## config.mk

```make
export PLATFORM = sky130hd
export DESIGN_NAME = fhrb_device_flat
export DESIGN_NICKNAME = d
export VERILOG_FILES = /design/src/verilog/fhrb_pkg.sv /design/src/verilog/fhrb_link_if.sv /design/src/verilog/fhrb_device.sv /design/src/flat_wrapper.sv
export SDC_FILE = /design/constraint.sdc
export NUM_CORES = 1
export LEC_CHECK = 0
export ABC_AREA = 1
export BUFFER_PORTS_ARGS = -buffer_cell sky130_fd_sc_hd__buf_2
export CORE_UTILIZATION = 41
export CTS_CLUSTER_DIAMETER = 80
export DETAILED_ROUTE_END_ITERATION = 8
export GPL_ROUTABILITY_DRIVEN = 0
export SLEW_MARGIN = 30
export SYNTH_ARGS = -nofsm -noshare
export SYNTH_HDL_FRONTEND = slang
export SYNTH_SLANG_ARGS = --single-unit
```

## constraint.sdc

```tcl
create_clock -name ref_clk_i -period 5.47 [get_ports ref_clk_i]
set_input_delay 0.547 -clock ref_clk_i [delete_from_list [all_inputs] [get_ports ref_clk_i]]
set_output_delay 0.547 -clock ref_clk_i [all_outputs]
set_load 0.005 [all_outputs]
```

## src/verilog/fhrb_pkg.sv

```systemverilog
// Shared constants for the fieldbus holding register bank
package fhrb_pkg;
	// ------------------------------------------------------------
	// Word map
	// ------------------------------------------------------------
	localparam int          WORD_W        = 16;
	localparam int          IDX_W         = 3;
	localparam logic [2:0]  IDX_UNUSED0   = 3'h0;
	localparam logic [2:0]  IDX_UNUSED1   = 3'h1;
	localparam logic [2:0]  IDX_COMMAND   = 3'h2;
	localparam logic [2:0]  IDX_SETPOINT  = 3'h3;
	localparam logic [2:0]  IDX_OUTSCALE  = 3'h4;
	localparam int          NUM_WORDS     = 5;
	// ------------------------------------------------------------
	// Command word fields
	// ------------------------------------------------------------
	localparam int          CMD_SP_LOCAL  = 1;
	localparam int          CMD_OUT_EN    = 2;
	localparam int          CMD_IL_LOCAL  = 4;
	// ------------------------------------------------------------
	// Limits and reset values
	// ------------------------------------------------------------
	localparam logic [15:0] SETPOINT_MAX  = 16'h03FF;
	localparam logic [15:0] OUTSCALE_MAX  = 16'h00FF;
	localparam logic [15:0] WORD_RESET    = 16'h0000;
	// Host register map (local port of the master end)
	localparam logic [3:0]  HREG_CTRL     = 4'h0;
	localparam logic [3:0]  HREG_STATUS   = 4'h1;
	localparam logic [3:0]  HREG_RDATA    = 4'h2;
	localparam logic [3:0]  HREG_WDATA    = 4'h3;
	localparam logic [3:0]  HREG_INDEX    = 4'h4;

	// Byte offset on the cyclic image is twice the word index
	function automatic logic [3:0] fhrb_byte_offset(input logic [2:0] idx);
		fhrb_byte_offset = {idx, 1'b0};
	endfunction : fhrb_byte_offset

	// Highest legal value of a writable word
	function automatic logic [15:0] fhrb_word_max(input logic [2:0] idx);
		unique case (idx)
			IDX_SETPOINT: fhrb_word_max = SETPOINT_MAX;
			IDX_OUTSCALE: fhrb_word_max = OUTSCALE_MAX;
			default:      fhrb_word_max = 16'hFFFF;
		endcase
	endfunction : fhrb_word_max
endpackage : fhrb_pkg

```

## src/verilog/fhrb_link_if.sv

```systemverilog
// Cyclic process-data link between fieldbus master and device
`timescale 1ns/1ns
interface fhrb_link_if;
	logic        wr;       // Cyclic output write of one word
	logic        rd;       // Read-back request
	logic [3:0]  byte_ofs; // Byte offset into the output image
	logic [15:0] wdata;
	logic [15:0] rdata;    // Valid the cycle after rd
	logic        rvalid;
	modport device (input wr, input rd, input byte_ofs, input wdata, output rdata, output rvalid);
	modport master (output wr, output rd, output byte_ofs, output wdata, input rdata, input rvalid);
endinterface : fhrb_link_if

```

## src/verilog/fhrb_device.sv

```systemverilog
// Device end: holding register bank with output gating
//
// Chosen here: strobed register access.
`timescale 1ns/1ns
// Notes on behaviour
// - Only cyclic process data exchange is used
// - Byte offset equals twice the word index
// - Words 0,1 unused; command at word 2
// - Minimum zero; master stays within maximum
// - Command bit 1 selects local set point
// - Command bit 2 requests output enable
// - Command bit 4 selects local current limit
// - Other command bits have no effect
// - Set point is percent times 10.23
// - Output scale is percent times 2.55
// - Read-write access: bit 1 alone picks source
// - Read-write with input: enable needs both
// - Zero command selects analog inputs; without read-write access, din_sp_cfg_i lets din_sp_local_i pick set point
module fhrb_device #(
	parameter int SP_W  = 10, // Set point output width
	parameter int OSC_W = 8   // Output scale width
) (
	input  wire logic           ref_clk_i,
	input  wire logic           rst_i,
	input  wire logic           clk_en_i,
	fhrb_link_if.device         link,
	input  wire logic           port_rw_access_i,
	input  wire logic           din_sp_local_i,
	input  wire logic           din_sp_cfg_i,
	input  wire logic           din_enable_i,
	input  wire logic           din_enable_cfg_i,
	output logic                sp_local_o,
	output logic                il_local_o,
	output logic                out_enable_o,
	output logic [SP_W-1:0]     set_point_o,
	output logic [OSC_W-1:0]    out_scale_o
);
	import fhrb_pkg::*;

	// ------------------------------------------------------------
	// Elaboration checks
	// ------------------------------------------------------------
	// Narrower outputs would drop bits of a legal stored value
	if (SP_W < $countones(SETPOINT_MAX) || SP_W > WORD_W) begin : g_sp_w_chk
		$error("set point width out of range");
	end
	if (OSC_W < $countones(OUTSCALE_MAX) || OSC_W > WORD_W) begin : g_osc_w_chk
		$error("output scale width out of range");
	end

	// ------------------------------------------------------------
	// Helpers
	// ------------------------------------------------------------
	// Stored words keep their defined width only; the master bounds the value
	// Masking instead of refusing keeps the bank free of error state
	function automatic logic [15:0] clip_word(
		input logic [15:0] val,
		input logic [15:0] lim
	);
		return val & lim;
	endfunction : clip_word

	// Odd offsets and unused words read back as zero
	function automatic logic [15:0] read_word(
		input logic [3:0]  ofs,
		input logic [15:0] cmd,
		input logic [15:0] sp,
		input logic [15:0] osc
	);
		logic [15:0] res;
		res = WORD_RESET;
		if (!ofs[0]) begin
			unique case (ofs[3:1])
				IDX_COMMAND:  res = cmd;
				IDX_SETPOINT: res = sp;
				IDX_OUTSCALE: res = osc;
				default:      res = WORD_RESET;
			endcase
		end
		return res;
	endfunction : read_word

	// ------------------------------------------------------------
	// Register bank
	// ------------------------------------------------------------
	logic [15:0] cmd_r;
	logic [15:0] cmd_nxt;
	logic [15:0] sp_r;
	logic [15:0] sp_nxt;
	logic [15:0] osc_r;
	logic [15:0] osc_nxt;
	logic [15:0] rdata_r;
	logic [15:0] rdata_nxt;
	logic        rvalid_r;
	logic        rvalid_nxt;
	logic [2:0]  idx;
	logic        ofs_odd;

	assign idx     = link.byte_ofs[3:1];
	assign ofs_odd = link.byte_ofs[0];

	always_comb begin
		cmd_nxt    = cmd_r;
		sp_nxt     = sp_r;
		osc_nxt    = osc_r;
		rdata_nxt  = rdata_r;
		rvalid_nxt = 1'b0;
		// Odd byte offsets do not address a word and are ignored
		if (link.wr && !ofs_odd) begin
			unique case (idx)
				IDX_COMMAND:  cmd_nxt = link.wdata;
				IDX_SETPOINT: sp_nxt  = clip_word(link.wdata, SETPOINT_MAX);
				IDX_OUTSCALE: osc_nxt = clip_word(link.wdata, OUTSCALE_MAX);
				default:      ;
			endcase
		end
		// A read answers once, the cycle after it is taken
		// Writes and reads may share a cycle; the read sees the old word
		if (link.rd) begin
			rvalid_nxt = 1'b1;
			rdata_nxt  = read_word(link.byte_ofs, cmd_r, sp_r, osc_r);
		end
	end

	// Clock enable low freezes every word and the read answer
	always_ff @(posedge ref_clk_i or posedge rst_i) begin
		if (rst_i) begin
			cmd_r    <= WORD_RESET;
			sp_r     <= WORD_RESET;
			osc_r    <= WORD_RESET;
			rdata_r  <= WORD_RESET;
			rvalid_r <= 1'b0;
		end else if (clk_en_i) begin
			cmd_r    <= cmd_nxt;
			sp_r     <= sp_nxt;
			osc_r    <= osc_nxt;
			rdata_r  <= rdata_nxt;
			rvalid_r <= rvalid_nxt;
		end
	end

	// ------------------------------------------------------------
	// Link answer
	// ------------------------------------------------------------
	assign link.rdata  = rdata_r;
	assign link.rvalid = rvalid_r;

	// ------------------------------------------------------------
	// Control decode
	// ------------------------------------------------------------
	// Only bits 1, 2 and 4 are ever looked at
	logic             sp_loc_nxt;
	logic             sp_loc_r;
	logic             il_loc_nxt;
	logic             il_loc_r;
	logic             en_nxt;
	logic             en_r;
	logic [SP_W-1:0]  spo_nxt;
	logic [SP_W-1:0]  spo_r;
	logic [OSC_W-1:0] oso_nxt;
	logic [OSC_W-1:0] oso_r;

	always_comb begin
		// Zero command means bits 1 and 4 are 0: analog source, unless din_sp_cfg_i picks din_sp_local_i (no read-write access)
		if (port_rw_access_i) begin
			sp_loc_nxt = cmd_r[CMD_SP_LOCAL];
		end else begin
			sp_loc_nxt = din_sp_cfg_i ? din_sp_local_i : cmd_r[CMD_SP_LOCAL];
		end
		il_loc_nxt = cmd_r[CMD_IL_LOCAL];
		// The digital input only gates the request; it never enables alone
		if (port_rw_access_i && din_enable_cfg_i) begin
			en_nxt = cmd_r[CMD_OUT_EN] && din_enable_i;
		end else begin
			en_nxt = cmd_r[CMD_OUT_EN];
		end
		// Outputs copy the clipped words one cycle later
		spo_nxt = SP_W'(sp_r);
		oso_nxt = OSC_W'(osc_r);
	end

	// Outputs reset low so the power stage stays off until commanded
	always_ff @(posedge ref_clk_i or posedge rst_i) begin
		if (rst_i) begin
			sp_loc_r <= 1'b0;
			il_loc_r <= 1'b0;
			en_r     <= 1'b0;
			spo_r    <= '0;
			oso_r    <= '0;
		end else if (clk_en_i) begin
			sp_loc_r <= sp_loc_nxt;
			il_loc_r <= il_loc_nxt;
			en_r     <= en_nxt;
			spo_r    <= spo_nxt;
			oso_r    <= oso_nxt;
		end
	end

	// ------------------------------------------------------------
	// Outputs
	// ------------------------------------------------------------
	// Every output comes straight from a flip-flop
	assign sp_local_o   = sp_loc_r;
	assign il_local_o   = il_loc_r;
	assign out_enable_o = en_r;
	assign set_point_o  = spo_r;
	assign out_scale_o  = oso_r;
endmodule : fhrb_device

```

## src/flat_wrapper.sv

```systemverilog
// flat-port wrapper written by rule: the top's interface ports become plain ports
module fhrb_device_flat import fhrb_pkg::*;
#(
	parameter int SP_W  = 10,                          
	parameter int OSC_W = 8                        
)
  (ref_clk_i, rst_i, clk_en_i, port_rw_access_i, din_sp_local_i, din_sp_cfg_i, din_enable_i, din_enable_cfg_i, sp_local_o, il_local_o, out_enable_o, set_point_o, out_scale_o, link_wr, link_rd, link_byte_ofs, link_wdata, link_rdata, link_rvalid);
  fhrb_link_if link_i ();
  input  wire logic ref_clk_i;
  input  wire logic rst_i;
  input  wire logic clk_en_i;
  input  wire logic port_rw_access_i;
  input  wire logic din_sp_local_i;
  input  wire logic din_sp_cfg_i;
  input  wire logic din_enable_i;
  input  wire logic din_enable_cfg_i;
  output logic sp_local_o;
  output logic il_local_o;
  output logic out_enable_o;
  output logic [SP_W-1:0] set_point_o;
  output logic [OSC_W-1:0] out_scale_o;
  input wire logic [$bits(link_i.wr)-1:0] link_wr;
  input wire logic [$bits(link_i.rd)-1:0] link_rd;
  input wire logic [$bits(link_i.byte_ofs)-1:0] link_byte_ofs;
  input wire logic [$bits(link_i.wdata)-1:0] link_wdata;
  output wire logic [$bits(link_i.rdata)-1:0] link_rdata;
  output wire logic [$bits(link_i.rvalid)-1:0] link_rvalid;
  assign link_i.wr = link_wr;
  assign link_i.rd = link_rd;
  assign link_i.byte_ofs = link_byte_ofs;
  assign link_i.wdata = link_wdata;
  assign link_rdata = link_i.rdata;
  assign link_rvalid = link_i.rvalid;
  fhrb_device #(.SP_W(SP_W), .OSC_W(OSC_W)) u_core (.ref_clk_i(ref_clk_i), .rst_i(rst_i), .clk_en_i(clk_en_i), .link(link_i), .port_rw_access_i(port_rw_access_i), .din_sp_local_i(din_sp_local_i), .din_sp_cfg_i(din_sp_cfg_i), .din_enable_i(din_enable_i), .din_enable_cfg_i(din_enable_cfg_i), .sp_local_o(sp_local_o), .il_local_o(il_local_o), .out_enable_o(out_enable_o), .set_point_o(set_point_o), .out_scale_o(out_scale_o));
endmodule
```

==> impl_results.md <==
* Drt pass-1 iters at 4
* Clock tree buffer depth at 2
* Clock latency on the worst-skew pair at ~340 ps
* RR Startpoint: u_core.cmd_r[2]$_DFFE_PP0P_
* Worst reg2reg setup slack at 4630 ps
* Crit Reg-Reg Endpoint: u_core.link.rdata[2]$_DFFE_PP0P_
* Switching part of the total at about a quarter
* Period minus WS final at 1906 ps
* IO Pins at between 60 and 70
* Final worst-path cycle share at a little over a third
* Nature of the critical path endpoint: flop
* Syn nets at 341
* CP arrival at around 2100 ps
* Diodes inserted at 0
* DRC at 0
* Buf/Inv on CP at 2
* Reg power frac at 51.2%
* Clk root buf: clkbuf_8
* Setup Buffers After CTS at 0
* Commonest non-fill, non-tap cell in the layout: nand2_1
* Vias in the first global route at ~2,100
* Critical path's largest stage delay at 450 ps
* First-pass GRT wire length at about 10 mm
* Hold Violations, Final at 0
* Fin area at between 0.003 and 0.004 mm²
* Worst EP required at between 5000 and 6000 ps
* Ys async rst share at 100.0%
* Input/output buffers at 67
* Cts bufs inserted at 9
* CP cell instances: buf_2 -> inv_1 -> nand2_2 -> nor2_4 -> nand2_4 -> nand2_1 -> o21ai_1
* NetSw at 337.4 µW
* # setup viols final at 0
* Setup Skew at roughly 11 ps
* 1st-iter DRT viols at about 120
* Pin count of the biggest net entering global routing at 73
* Worst Reg2Reg Path Length in Cells at 4
* Mean Syn Cell Area at between 9 and 10 µm²
* Antenna Nets Post-Route at 0
* GRT Total Usage at 17.25%
* Ratio of routed vias to standard cells at 4.902
* Worst-path clk slew at roughly 70 ps
* Die height at slightly below 90 µm
* Max cap viols at 0
* FMAX at 524.8 MHz
* Fill count at 732
* Setup total negative slack at 0 ps
* Worst slew pin tran at ~650 ps
* Max Transition Viols Final at 0
* Hold_buf cts at 0
* Area Overhead vs Synth at 19.11%
* Final WL at between 6 and 7 mm
* P_leak at about 2.0 nW
* Setup CP Type: input port to flop
* Yosys warnings at 0
* Slowest CP cell: inv_1
* Outcome: finished, final reports clean
* Post-synth EDFFs at 0
* PwrDens at around 360 mW/mm²
* Setup crit start kind: input port
* DP Cell Count at 463
* Post-DP Area at about 0.0035 mm²
* Antenna violations before repair at 0
* Die width at roughly 90 µm
* CP Depth at 7
* CORE AREA at around 0.0073 mm²
* Distinct cells, synth at 24
* Int Power at ~1000 µW
* Initial Util at between 40% and 50%
* Critical path peak fanout at 25
* # rows at 31
* Via count at between 2,000 and 2,500
* Clock group share of total power at approximately 35%
* Sequential fraction of the synthesis area at between 50% and 60%
* Hold WC Path Type: input port to async pin
* CTS tree: yes
* Sink Count at 72
* RSZ-0062 raised after global routing: false
* DP HPWL at 4.469 mm
* Top delay family on crit path: simple AND/OR/NAND/NOR gates
* Worst hold slack at 357.7 ps
* Post-DR wirelength/cell at 13.37 µm
* Share of layout cells above drive strength 1 at 30.34%
* Seq cells post-synth at 72
* Worst VDD drop at roughly 0.17 mV
* Top FF cell, synth: dfrtp_1
* Max-slew headroom at between 50 and 60%
* Synth Cell Area at between 0.003 and 0.004 mm²
* H-tree Lvls at 3
* Finished Layout Cells at around 480
* Final-stage net count at ~410
* CTS resizes at 0
* Die ar. at just under 0.008 mm²
* Part of the power in combinational logic at around 14%
* Commonest non-fill, non-tap cells in the layout: nand2_1, dfrtp_1, buf_2, nand3_1, o21ai_1
* Grt total ovfl at 0
* Syn Inst Count at approximately 310
==> tightest hold or removal path: cells and delay by family <==
kind	cells	cell delay (ps)
buffers and inverters	3	620
==> how the worst max path moves through the flow <==
stage | start | slack (ps) | end
after global routing | link_byte_ofs[3] | 3410 | u_core.cmd_r[1]$_DFFE_PP0P_
after detailed placement | link_byte_ofs[3] | 3200 | u_core.cmd_r[5]$_DFFE_PP0P_
after floorplan | rst_i | 3100 | u_core.cmd_r[0]$_DFFE_PP0P_
after CTS | link_byte_ofs[3] | 3560 | u_core.cmd_r[5]$_DFFE_PP0P_
final | link_byte_ofs[3] | 3560 | u_core.cmd_r[5]$_DFFE_PP0P_
after global placement | link_byte_ofs[3] | 3300 | u_core.cmd_r[1]$_DFFE_PP0P_
==> cells by family after synthesis <==
kind of cell           count (synthesis)  synth area share, %
DFF                                   72                57.95
and+or+nand+nor                      150                23.94
AOI/OAI and AO/OA                     36                6.278
buffers and inverters                 36                5.674
muxes                                 17                6.157
==> area by class of cell <==
class	count	area [µm²]	share of cell area, %
sequential	72	1802	48.65
tap	99	123.9	3.345
inverter	21	80.08	2.162
clock inverter	3	65.06	1.757
multi-input combinational	203	1131	30.54
timing repair buffer	68	346.6	9.358
clock buffer	12	155.1	4.189
==> stage by stage <==
stage / util [%] / setup WS, ps / total power [mW]
4_1_cts: 50.74 / 3561 / 1.346
5_1_grt: 50.79 / 3407 / 1.408
3_5_place_dp: 47.72 / 3202 / 0.8837
2_1_floorplan: - / 3098 / 0.7956
3_3_place_gp: 47.72 / 3298 / 0.8764
6_report: 50.79 / 3564 / 1.331
==> sequential cells by signal, summed over array words and instances (netlist names), 8 cells and up <==
name / count
u_core.cmd_r: 16
u_core.link.rdata: 16
u_core.osc_r: 8
u_core.out_scale_o: 8
u_core.set_point_o: 10
u_core.sp_r: 10
==> metal layers <==
layer	track usage [%]	wire length [µm]	vias up	part of all wire (%)
li1	-	-	1166	-
met3	3.416	268	13	4.2
met1	25.04	3211	1106	50
met5	0	0	-	0
met4	9.091	147	0	2.3
met2	24.36	2764	58	43
==> power groups by stage <==
stage | registers, mW | logic (mW) | clock network (mW)
after detailed placement | 0.692 | 0.192 | 0
after global routing | 0.693 | 0.217 | 0.498
after CTS | 0.682 | 0.193 | 0.471
after floorplan | 0.677 | 0.118 | 0
final | 0.682 | 0.189 | 0.460
after global placement | 0.691 | 0.186 | 0
==> synthesized netlist by cell type, types with 2 or more instances <==
| cell | number | area share, % |
|---|---|---|
| inv_2 | 2 | 0.24 |
| o21ai_0 | 4 | 0.64 |
| buf_6 | 2 | 0.72 |
| a21oi_1 | 10 | 1.6 |
| buf_4 | 4 | 0.97 |
| nand2_4 | 2 | 0.72 |
| buf_2 | 8 | 1.3 |
| nor2_1 | 9 | 1.1 |
| mux2_2 | 17 | 6.2 |
| o21ai_1 | 19 | 3.1 |
| dfrtp_1 | 72 | 58 |
| inv_1 | 18 | 2.2 |
| nand2_1 | 83 | 10 |
| nor2_4 | 3 | 1.1 |
| nand4_1 | 18 | 3.6 |
| nand3_4 | 3 | 1.7 |
| nand3_1 | 29 | 4.7 |
| nand2_2 | 2 | 0.40 |
Note: power is estimated with default switching activity, not from simulation.
